File: config.mk
export PLATFORM = sky130hd
export DESIGN_NAME = pes_top
export DESIGN_NICKNAME = d
export VERILOG_FILES = /design/src/rtl/pes_pkg.sv /design/src/rtl/pes_top.sv /design/src/rtl/pes_ref_div.sv /design/src/rtl/pes_event_match.sv
export SDC_FILE = /design/constraint.sdc
export NUM_CORES = 1
export LEC_CHECK = 0
export ABC_AREA = 1
export BUFFER_PORTS_ARGS = -buffer_cell sky130_fd_sc_hd__buf_2
export CAP_MARGIN = 20
export CORE_ASPECT_RATIO = 0.6
export CORE_MARGIN = 10
export CORE_UTILIZATION = 35
export CTS_BUF_LIST = sky130_fd_sc_hd__clkbuf_8
export DETAILED_ROUTE_END_ITERATION = 16
export GPL_TIMING_DRIVEN = 0
export PLACE_DENSITY = 0.62
export SLEW_MARGIN = 25
export SYNTH_ARGS = -nofsm -noshare
export SYNTH_HDL_FRONTEND = slang
export SYNTH_SLANG_ARGS = --single-unit
File: constraint.sdc
create_clock -name clk_i -period 1.9 [get_ports clk_i]
set_input_delay 0 -clock clk_i [delete_from_list [all_inputs] [get_ports clk_i]]
set_output_delay 0 -clock clk_i [all_outputs]
set_load 0.02 [all_outputs]
File: src/rtl/pes_pkg.sv
// constants shared by the performance event select block
package pes_pkg;
  // ******************************************
  // counters and register map
  // ******************************************
  localparam int CNT_N = 4;
  localparam int CFG_W = 17;
  localparam int CFG_EN_BIT = 16;
  localparam logic [1:0] BANK_CNT = 2'h0;
  localparam logic [3:0] CFG_OFS = 4'h0;
  localparam logic [3:0] CNT_OFS = 4'h4;
  localparam logic [7:0] IRQ_STS_OFS = 8'h40;
  localparam logic [7:0] IRQ_EN_OFS = 8'h44;
  localparam logic [7:0] IRQ_CLR_OFS = 8'h48;
  localparam logic [1:0] RESP_OKAY = 2'h0;
  localparam logic [1:0] RESP_SLVERR = 2'h2;
  // ******************************************
  // event numbers and unit masks
  // ******************************************
  localparam logic [7:0] EVT_WRITEBACK = 8'h28;
  localparam logic [7:0] EVT_LLC = 8'h2e;
  localparam logic [7:0] EVT_UNHALTED = 8'h3c;
  localparam logic [7:0] EVT_TRANSLATE = 8'h49;
  localparam logic [7:0] EVT_LOAD_PRE = 8'h4c;
  localparam logic [7:0] EVT_PREFETCH = 8'h4e;
  localparam logic [7:0] EVT_STAGE2 = 8'h4f;
  localparam logic [7:0] UM_LLC_MISS = 8'h41;
  localparam logic [7:0] UM_LLC_REF = 8'h4f;
  localparam logic [7:0] UM_THREAD = 8'h00;
  localparam logic [7:0] UM_REF = 8'h01;
  localparam logic [7:0] UM_LOAD_PRE = 8'h01;
  localparam logic [7:0] UM_STAGE2 = 8'h10;
  // ******************************************
  // line states of a writeback
  // ******************************************
  localparam logic [1:0] LINE_I = 2'h0;
  localparam logic [1:0] LINE_S = 2'h1;
  localparam logic [1:0] LINE_E = 2'h2;
  localparam logic [1:0] LINE_M = 2'h3;
  // ******************************************
  // event vector bit positions
  // ******************************************
  localparam int EV_WB = 0;
  localparam int EV_LLC_MISS = 4;
  localparam int EV_LLC_REF = 5;
  localparam int EV_UNHALT = 6;
  localparam int EV_REFCYC = 7;
  localparam int EV_TRANS = 8;
  localparam int EV_LOAD_PRE = 16;
  localparam int EV_PF = 17;
  localparam int EV_STAGE2 = 20;
  localparam int EV_W = 21;
  // ******************************************
  // reference tick timing
  // ******************************************
  localparam int CLK_PERIOD_NS = 10;
  localparam int REF_PERIOD_NS = 100;
  localparam int REF_CYC = REF_PERIOD_NS / CLK_PERIOD_NS;
endpackage : pes_pkg

File: src/rtl/pes_top.sv
// performance event select with counters behind an axi4-lite slave
// Notes on behaviour
// - event 28H masks 01/02/04/08H count writebacks of I/S/E/M lines.
// - event 28H mask 0FH counts every L1 writeback to L2.
// - event 2EH mask 41H counts last-level cache misses.
// - event 2EH mask 4FH counts every last-level cache reference.
// - event 3CH mask 00H counts each clock while the thread runs.
// - event 3CH mask 01H counts fixed-rate ticks while the thread runs.
// - event 49H mask 01H counts second TLB misses starting a walk.
// - event 49H mask 02H counts second TLB misses with completed walk.
// - event 49H mask 04H counts every cycle a miss walk runs.
// - event 49H mask 10H counts first TLB misses hitting second TLB.
// - event 49H mask 20H counts misses from the low address part.
// - event 49H mask 80H counts completed large-page walks.
// - event 4CH mask 01H counts loads hitting pending prefetch; counters 0,1.
// - event 4EH mask 01H counts queue dispatches; counters 0,1 only.
// - event 4EH mask 02H counts prefetch misses from either prefetcher.
// - streamer stops after an L1 hit; pointer prefetcher keeps going.
// - event 4EH mask 04H counts pushes into the four-entry queue.
// - event 4FH mask 10H counts second-stage walk cycles.
//
// Local design decisions: the AXI4-Lite slave port and the address map.
module pes_top (
  input wire logic clk_i,
  input wire logic sys_rst_i,
  input wire logic [7:0] s_axi_awaddr_i,
  input wire logic s_axi_awvalid_i,
  output logic s_axi_awready_o,
  input wire logic [31:0] s_axi_wdata_i,
  input wire logic [3:0] s_axi_wstrb_i,
  input wire logic s_axi_wvalid_i,
  output logic s_axi_wready_o,
  output logic [1:0] s_axi_bresp_o,
  output logic s_axi_bvalid_o,
  input wire logic s_axi_bready_i,
  input wire logic [7:0] s_axi_araddr_i,
  input wire logic s_axi_arvalid_i,
  output logic s_axi_arready_o,
  output logic [31:0] s_axi_rdata_o,
  output logic [1:0] s_axi_rresp_o,
  output logic s_axi_rvalid_o,
  input wire logic s_axi_rready_i,
  input wire logic l1_writeback_i,
  input wire logic [1:0] l1_writeback_line_state_i,
  input wire logic last_level_cache_miss_i,
  input wire logic last_level_cache_access_i,
  input wire logic thread_halted_i,
  input wire logic second_tlb_miss_walk_start_i,
  input wire logic page_walk_done_i,
  input wire logic page_walk_active_i,
  input wire logic first_tlb_miss_second_hit_i,
  input wire logic low_address_translation_miss_i,
  input wire logic large_page_walk_done_i,
  input wire logic load_hit_pending_prefetch_i,
  input wire logic prefetch_queue_dispatch_i,
  input wire logic streamer_miss_i,
  input wire logic streamer_l1_hit_i,
  input wire logic streamer_start_i,
  input wire logic pointer_prefetch_miss_i,
  input wire logic prefetch_queue_push_i,
  input wire logic second_stage_walk_active_i,
  output logic irq_o
);
  // ******************************************
  // state
  // ******************************************
  typedef struct packed {
    logic aw_rdy;
    logic w_rdy;
    logic aw_have;
    logic w_have;
    logic [7:0] awaddr;
    logic [31:0] wdata;
    logic [3:0] wstrb;
    logic bvalid;
    logic [1:0] bresp;
    logic ar_rdy;
    logic rvalid;
    logic [31:0] rdata;
    logic [1:0] rresp;
    logic [pes_pkg::CNT_N-1:0][pes_pkg::CFG_W-1:0] cfg;
    logic [pes_pkg::CNT_N-1:0][31:0] cnt;
    logic [pes_pkg::CNT_N-1:0] sts;
    logic [pes_pkg::CNT_N-1:0] ien;
    logic irq;
    logic streamer_stopped;
  } pes_state_t;

  pes_state_t st;
  pes_state_t next_st;
  logic [pes_pkg::EV_W-1:0] ev;
  logic [pes_pkg::CNT_N-1:0] hit;
  logic [pes_pkg::CNT_N-1:0] cnt_wr;
  logic [pes_pkg::CNT_N-1:0] sts_clr;
  logic [pes_pkg::CNT_N-1:0] ovf;
  logic [31:0] wmask;
  logic [1:0] widx;
  logic [1:0] ridx;
  logic ref_tick;

  // ******************************************
  // event gathering
  // ******************************************
  // sources run on this clock, so they are read without synchronisers
  pes_ref_div u_ref_div (
    .clk_i(clk_i),
    .sys_rst_i(sys_rst_i),
    .tick_o(ref_tick)
  );

  assign ev[pes_pkg::EV_WB + 0] = l1_writeback_i && (l1_writeback_line_state_i == pes_pkg::LINE_I);
  assign ev[pes_pkg::EV_WB + 1] = l1_writeback_i && (l1_writeback_line_state_i == pes_pkg::LINE_S);
  assign ev[pes_pkg::EV_WB + 2] = l1_writeback_i && (l1_writeback_line_state_i == pes_pkg::LINE_E);
  assign ev[pes_pkg::EV_WB + 3] = l1_writeback_i && (l1_writeback_line_state_i == pes_pkg::LINE_M);
  assign ev[pes_pkg::EV_LLC_MISS] = last_level_cache_miss_i;
  // a miss is a reference too
  assign ev[pes_pkg::EV_LLC_REF] = last_level_cache_access_i || last_level_cache_miss_i;
  assign ev[pes_pkg::EV_UNHALT] = !thread_halted_i;
  // fixed rate of one tick per REF_CYC cycles of clk_i, so it follows this clock's scaling
  assign ev[pes_pkg::EV_REFCYC] = ref_tick && !thread_halted_i;
  // translation events in unit-mask bit order
  assign ev[pes_pkg::EV_TRANS + 0] = second_tlb_miss_walk_start_i;
  assign ev[pes_pkg::EV_TRANS + 1] = page_walk_done_i;
  assign ev[pes_pkg::EV_TRANS + 2] = page_walk_active_i;
  assign ev[pes_pkg::EV_TRANS + 3] = 1'b0;
  assign ev[pes_pkg::EV_TRANS + 4] = first_tlb_miss_second_hit_i;
  assign ev[pes_pkg::EV_TRANS + 5] = low_address_translation_miss_i;
  assign ev[pes_pkg::EV_TRANS + 6] = 1'b0;
  assign ev[pes_pkg::EV_TRANS + 7] = large_page_walk_done_i;
  assign ev[pes_pkg::EV_LOAD_PRE] = load_hit_pending_prefetch_i;
  assign ev[pes_pkg::EV_PF + 0] = prefetch_queue_dispatch_i;
  // either prefetcher; a stopped streamer misses nothing
  assign ev[pes_pkg::EV_PF + 1] = (streamer_miss_i && !st.streamer_stopped) || pointer_prefetch_miss_i;
  // pushes, counted even if later dropped
  assign ev[pes_pkg::EV_PF + 2] = prefetch_queue_push_i;
  assign ev[pes_pkg::EV_STAGE2] = second_stage_walk_active_i;

  // one decoder per counter
  for (genvar g = 0; g < pes_pkg::CNT_N; g++) begin : g_match
    pes_event_match #(
      .IDX(g)
    ) u_match (
      .ev_i(ev),
      .code_i(st.cfg[g][7:0]),
      .umask_i(st.cfg[g][15:8]),
      .hit_o(hit[g])
    );
  end

  // ******************************************
  // next state
  // ******************************************
  // byte lanes of the pending write
  assign wmask = {{8{st.wstrb[3]}}, {8{st.wstrb[2]}}, {8{st.wstrb[1]}}, {8{st.wstrb[0]}}};
  assign widx = st.awaddr[5:4];
  assign ridx = s_axi_araddr_i[5:4];

  // bus slave, counters, interrupt status and streamer flag
  always_comb begin
    next_st = st;
    cnt_wr = '0;
    sts_clr = '0;
    ovf = '0;
    // address and data are taken independently, in any order
    if (st.aw_rdy && s_axi_awvalid_i) begin
      next_st.aw_have = 1'b1;
      next_st.awaddr = s_axi_awaddr_i;
    end
    if (st.w_rdy && s_axi_wvalid_i) begin
      next_st.w_have = 1'b1;
      next_st.wdata = s_axi_wdata_i;
      next_st.wstrb = s_axi_wstrb_i;
    end
    if (st.bvalid && s_axi_bready_i) begin
      next_st.bvalid = 1'b0;
    end
    // perform the write once both halves are held
    if (st.aw_have && st.w_have && !st.bvalid) begin
      next_st.aw_have = 1'b0;
      next_st.w_have = 1'b0;
      next_st.bvalid = 1'b1;
      next_st.bresp = pes_pkg::RESP_OKAY;
      if (st.awaddr[7:6] == pes_pkg::BANK_CNT && st.awaddr[3:0] == pes_pkg::CFG_OFS) begin
        next_st.cfg[widx] = pes_pkg::CFG_W'((st.wdata & wmask) | (32'(st.cfg[widx]) & ~wmask));
      end else if (st.awaddr[7:6] == pes_pkg::BANK_CNT && st.awaddr[3:0] == pes_pkg::CNT_OFS) begin
        cnt_wr[widx] = 1'b1;
        next_st.cnt[widx] = (st.wdata & wmask) | (st.cnt[widx] & ~wmask);
      end else if (st.awaddr == pes_pkg::IRQ_EN_OFS) begin
        next_st.ien = pes_pkg::CNT_N'((st.wdata & wmask) | (32'(st.ien) & ~wmask));
      end else if (st.awaddr == pes_pkg::IRQ_CLR_OFS) begin
        sts_clr = pes_pkg::CNT_N'(st.wdata & wmask);
      end else if (st.awaddr != pes_pkg::IRQ_STS_OFS) begin
        next_st.bresp = pes_pkg::RESP_SLVERR;
      end
    end
    // read answers one cycle after the address is taken
    if (st.rvalid && s_axi_rready_i) begin
      next_st.rvalid = 1'b0;
    end
    if (st.ar_rdy && s_axi_arvalid_i) begin
      next_st.rvalid = 1'b1;
      next_st.rresp = pes_pkg::RESP_OKAY;
      next_st.rdata = 32'h0000_0000;
      if (s_axi_araddr_i[7:6] == pes_pkg::BANK_CNT && s_axi_araddr_i[3:0] == pes_pkg::CFG_OFS) begin
        next_st.rdata = 32'(st.cfg[ridx]);
      end else if (s_axi_araddr_i[7:6] == pes_pkg::BANK_CNT && s_axi_araddr_i[3:0] == pes_pkg::CNT_OFS) begin
        next_st.rdata = st.cnt[ridx];
      end else if (s_axi_araddr_i == pes_pkg::IRQ_STS_OFS) begin
        next_st.rdata = 32'(st.sts);
      end else if (s_axi_araddr_i == pes_pkg::IRQ_EN_OFS) begin
        next_st.rdata = 32'(st.ien);
      end else if (s_axi_araddr_i != pes_pkg::IRQ_CLR_OFS) begin
        next_st.rresp = pes_pkg::RESP_SLVERR;
      end
    end
    // only one write and one read in flight: ready drops until the answer is taken
    next_st.aw_rdy = !next_st.aw_have && !next_st.bvalid;
    next_st.w_rdy = !next_st.w_have && !next_st.bvalid;
    next_st.ar_rdy = !next_st.rvalid;
    // hit already merges the selected bits; a software write beats a count
    for (int i = 0; i < pes_pkg::CNT_N; i++) begin
      if (!cnt_wr[i] && st.cfg[i][pes_pkg::CFG_EN_BIT] && hit[i]) begin
        next_st.cnt[i] = st.cnt[i] + 32'h0000_0001;
        ovf[i] = (st.cnt[i] == 32'hffff_ffff);
      end
    end
    // an overflow in the clearing cycle is kept
    next_st.sts = (st.sts & ~sts_clr) | ovf;
    next_st.irq = |(next_st.sts & next_st.ien);
    // streamer halts on a hit, resumes on a new stream
    if (streamer_l1_hit_i) begin
      next_st.streamer_stopped = 1'b1;
    end else if (streamer_start_i) begin
      next_st.streamer_stopped = 1'b0;
    end
  end

  // state register
  always_ff @(posedge clk_i) begin
    if (sys_rst_i) begin
      st <= '0;
    end else begin
      st <= next_st;
    end
  end

  // ******************************************
  // outputs
  // ******************************************
  assign s_axi_awready_o = st.aw_rdy;
  assign s_axi_wready_o = st.w_rdy;
  assign s_axi_bvalid_o = st.bvalid;
  assign s_axi_bresp_o = st.bresp;
  assign s_axi_arready_o = st.ar_rdy;
  assign s_axi_rvalid_o = st.rvalid;
  assign s_axi_rdata_o = st.rdata;
  assign s_axi_rresp_o = st.rresp;
  assign irq_o = st.irq;

  // ******************************************
  // checks
  // ******************************************
  // counter 0 is the observed channel; writes to it are masked out
  logic [7:0] ev0;
  logic [7:0] um0;
  logic run0;
  assign ev0 = st.cfg[0][7:0];
  assign um0 = st.cfg[0][15:8];
  assign run0 = st.cfg[0][pes_pkg::CFG_EN_BIT] && !cnt_wr[0];
endmodule : pes_top

File: src/rtl/pes_ref_div.sv
// divider making the fixed-rate reference tick
module pes_ref_div (
  input wire logic clk_i,
  input wire logic sys_rst_i,
  output logic tick_o
);
  typedef struct packed {
    logic [7:0] cnt;
    logic tick;
  } pes_div_t;
  pes_div_t st;
  pes_div_t next_st;

  // count up one reference period, pulse at the wrap
  always_comb begin
    next_st = st;
    next_st.tick = 1'b0;
    if (st.cnt == 8'(pes_pkg::REF_CYC - 1)) begin
      next_st.cnt = 8'h00;
      next_st.tick = 1'b1;
    end else begin
      next_st.cnt = st.cnt + 8'h01;
    end
  end

  // state register
  always_ff @(posedge clk_i) begin
    if (sys_rst_i) begin
      st <= '0;
    end else begin
      st <= next_st;
    end
  end

  assign tick_o = st.tick;
endmodule : pes_ref_div

File: src/rtl/pes_event_match.sv
// decodes one counter's event select into a count pulse
module pes_event_match #(
  parameter int IDX = 0
) (
  input wire logic [pes_pkg::EV_W-1:0] ev_i,
  input wire logic [7:0] code_i,
  input wire logic [7:0] umask_i,
  output logic hit_o
);
  // the prefetch and load-hit events exist on the two low counters only
  localparam bit LOW_CNT = (IDX < 2);
  logic [7:0] trans;

  // translation unit-mask bits line up with the event vector
  assign trans = ev_i[pes_pkg::EV_TRANS +: 8];

  // select the condition; writeback, translation and prefetch count on any chosen unit-mask bit, the rest need an exact mask
  always_comb begin
    hit_o = 1'b0;
    case (code_i)
      pes_pkg::EVT_WRITEBACK: begin
        hit_o = (umask_i[7:4] == 4'h0) && |(umask_i[3:0] & ev_i[pes_pkg::EV_WB +: 4]);
      end
      pes_pkg::EVT_LLC: begin
        if (umask_i == pes_pkg::UM_LLC_MISS) begin
          hit_o = ev_i[pes_pkg::EV_LLC_MISS];
        end else if (umask_i == pes_pkg::UM_LLC_REF) begin
          hit_o = ev_i[pes_pkg::EV_LLC_REF];
        end
      end
      pes_pkg::EVT_UNHALTED: begin
        if (umask_i == pes_pkg::UM_THREAD) begin
          hit_o = ev_i[pes_pkg::EV_UNHALT];
        end else if (umask_i == pes_pkg::UM_REF) begin
          hit_o = ev_i[pes_pkg::EV_REFCYC];
        end
      end
      pes_pkg::EVT_TRANSLATE: begin
        hit_o = |(umask_i & trans);
      end
      pes_pkg::EVT_LOAD_PRE: begin
        hit_o = LOW_CNT && (umask_i == pes_pkg::UM_LOAD_PRE) && ev_i[pes_pkg::EV_LOAD_PRE];
      end
      pes_pkg::EVT_PREFETCH: begin
        hit_o = LOW_CNT && (umask_i[7:3] == 5'h00) && |(umask_i[2:0] & ev_i[pes_pkg::EV_PF +: 3]);
      end
      pes_pkg::EVT_STAGE2: begin
        hit_o = (umask_i == pes_pkg::UM_STAGE2) && ev_i[pes_pkg::EV_STAGE2];
      end
      default: begin
        hit_o = 1'b0;
      end
    endcase
  end
endmodule : pes_event_match

==> reports/metrics.csv <==
metric;value;unit
die_h;205;um
arrival;2.80;ns
routed_wl;122;mm
path_common_cell;nor2_4;
fmax;0.457;GHz
numClockSinks;300;
p_switching;5.03;mW
power.share.switching;0.312;
yosysUniqueCellTypes;55;
seq_area_frac_synth;0.302;
p_leak;11.9;nW
io_buffers;114;
viasPerCell;5.92;
worstPathRequired;2.51;ns
dieArea;67200;um2
timing.final.crit_share;1.15;
ios;121;
post-route-util;0.531;
tightestPinTransition;1.25;ns
ant_nets;0;
intPower;11.1;mW
cp-start-kind;register;
outcome;complete, but fails checks;
finalSetupViolCount;203;
clockBufferDepth;3;
antenna_found_initial;1;
grt_usage;0.335;
critical_path_class;reg -> reg;
critPathMaxFanout;4;
drive_gt1_frac;0.345;
yosys_warnings;0;
drt_iter0_drc;3966;
clock_skew;0.0449;ns
core-area;56100;um2
power_density;541;nW/um2
vdd_drop_max;0.000534;V
relSlewSlack;0.166;
drt_pass1_iterations;12;
syn_area_per_cell;6.15;um2
gp_congestion;1.07;
power_frac_comb;0.151;
maxCapViolCount;0;
synth_edf_count;0;
nets;3777;
synthCells;3240;
clock_tree.root_cell;clkbuf_8;
async_flop_share;0;
die_w;328;um
whs;-0.0383;ns
cts_tree;done;
slowest_stage;dfxtp_4;
dp.cells;4114;
finalCriticalPeriod;2.19;ns
dp_hpwl;90.1;mm
clk_latency;0.69;ns
slowest_delay;0.39;ns
grt_max_degree;15;
hp-class;in -> reg;
setup_ws;-0.287;ns
endpoint_kind;register;
rows;67;
drc;0;
final_cells;4489;
rsz0062_at_grt;true;
htreeDepth;2;
vias;26600;
synth_ff_type;dfxtp_1;
crit_chain;ha_4 -> nand2_4 -> nor2_4 -> nand3b_1 -> nor2_4 -> nand4_1 -> nor2_4 -> nand3_4 -> nand2_2 -> nand2_1 -> nand2_1 -> nor2_1 -> nor2_1;
initial_core_util;0.355;
syn2layout_area_growth;49.5;%
violations;negative hold slack, negative setup slack;
p_seq_frac;0.400;
grt_remaining_overflow;0;
synth_area;19900;um2
n_antenna_cell;0;
hold_viol;2;
grt_pass1_vias;23500;
power.share.clock;0.449;
path_clk_slew;0.07;ns
synth_seq_cells;300;
finalMaxSlewViolations;0;
cts_buffers;48;
post_drt_wl_per_cell;27.1;um
grt_pass1_wl;164;mm
[what timing repair did]
action,CTS,global route
pin swaps,117,173
setup endpoints to repair,235,224
setup buffers,122,78
hold endpoints to repair,61,0
cloned,26,21
hold buffers,67,0
gates resized for setup,839,624
[placed cells by master, fill, tap and decap left out, types with 26 or more instances in the layout]
master | Yosys | layout
nand2_1 | 659 | 560
nor2_1 | 388 | 313
inv_1 | 317 | 258
o21ai_0 | 446 | 234
a21oi_1 | 292 | 210
dfxtp_1 | 300 | 193
buf_4 | 42 | 186
nand3_1 | 181 | 152
o21ai_2 | 0 | 129
buf_2 | 31 | 122
nand2_2 | 11 | 77
o21ai_1 | 13 | 77
xor2_1 | 76 | 74
a21oi_2 | 3 | 71
nand4_1 | 68 | 68
dlygate4sd3_1 | 0 | 67
clkbuf_8 | 0 | 66
clkbuf_1 | 112 | 59
buf_6 | 5 | 58
dfxtp_2 | 0 | 56
dfxtp_4 | 0 | 51
nor2_4 | 2 | 46
inv_2 | 11 | 44
nor2_2 | 7 | 38
nor3_1 | 58 | 36
buf_8 | 0 | 31
o22ai_1 | 42 | 28
nand2_4 | 6 | 26
[cells in the mapped netlist, types with 13 or more instances]
| cell type | n | area [um2] |
|---|---|---|
| buf_4 | 42 | 315 |
| xor2_1 | 76 | 666 |
| buf_2 | 31 | 155 |
| nor4_1 | 16 | 100 |
| nor3_1 | 58 | 290 |
| clkbuf_1 | 112 | 420 |
| inv_1 | 317 | 1190 |
| xnor2_1 | 16 | 140 |
| buf_1 | 15 | 56.3 |
| dfxtp_1 | 300 | 6010 |
| o21ai_1 | 13 | 65.1 |
| nand2_1 | 659 | 2470 |
| nand4_1 | 68 | 425 |
| nor2_1 | 388 | 1460 |
| o22ai_1 | 42 | 263 |
| a21oi_1 | 292 | 1460 |
| nand3_1 | 181 | 906 |
| o21ai_0 | 446 | 2230 |
| a31oi_1 | 27 | 169 |
[final timing paths]
check | slack (ns) | to | cells past startpoint | from
setup / recovery | -0.29 | irq_o | 13 | st[42]
hold / removal | -0.04 | u_ref_div.st[1] | 4 | sys_rst_i
setup reg to reg | -0.29 | irq_o | 13 | st[42]
hold reg to reg | 0.43 | s_axi_wready_o | 1 | st[289]
[cells by family after synthesis]
group | count (synthesis) | share of synthesized area
flip-flops | 300 | 0.302
adder cells (fa/ha/maj) | 6 | 0.00377
AND/OR/NAND/NOR | 1416 | 0.304
AO/OA/AOI/OAI | 882 | 0.236
other | 1 | 0.000188
XOR/XNOR | 92 | 0.0405
buffers and inverters | 543 | 0.114
[layer usage]
layer | wire length (um) | track usage | up-vias
li1 | - | - | 11800
met1 | 51300 | 0.468 | 12400
met2 | 40500 | 0.379 | 2119
met3 | 25500 | 0.249 | 302
met4 | 3940 | 0.0824 | 4
met5 | 320 | 0.0130 | -
[through the flow]
stage / hold WS [ns] / power, mW / setup TNS, ns / cell area [um2] / setup slack [ns]
final: -0.0383 / 16.1 / -24.75 / 29800 / -0.287
after floorplan: 0.121 / 7.42 / 0 / 19900 / 0.000333
after global routing: 0.0167 / 16.4 / -34.34 / 29800 / -0.308
after global placement: 0.215 / 8.25 / -236.86 / 21400 / -1.68
after detailed placement: 0.250 / 8.25 / -236.41 / 21400 / -1.57
after CTS: -0.0708 / 15.7 / -6.99 / 27200 / -0.147
[final cells by class]
class                   count  area (um2)
inverters                 332        1380
clock inverters            28         368
repair buffers            409        3700
fillers                  5423       26300
well taps                 759         950
flip-flops and latches    300        6270
multi-input cells        2405       14600
plain buffers             196        1680
clock buffers              60         826
[registers in the layout, indices dropped and copies added (netlist names), 8 cells and up]
signal         count
st               243
s_axi_rdata_o     32
ev0                8
u_ref_div.st       8
[power groups by stage]
stage	registers (mW)	clock network [mW]	logic [mW]
6_report	6.45	7.23	2.44
5_1_grt	6.45	7.47	2.47
4_1_cts	6.46	7.19	2.08
3_5_place_dp	6.63	0	1.62
3_3_place_gp	6.63	0	1.62
2_1_floorplan	6.60	0	0.821
[worst max-delay path, delay by kind of cell (launching register included)]
kind	cells	cell delay, ns
simple gates	12	1.56
flops	1	0.39
fa+ha+maj	1	0.15
Power figures use the tool's default switching activity.
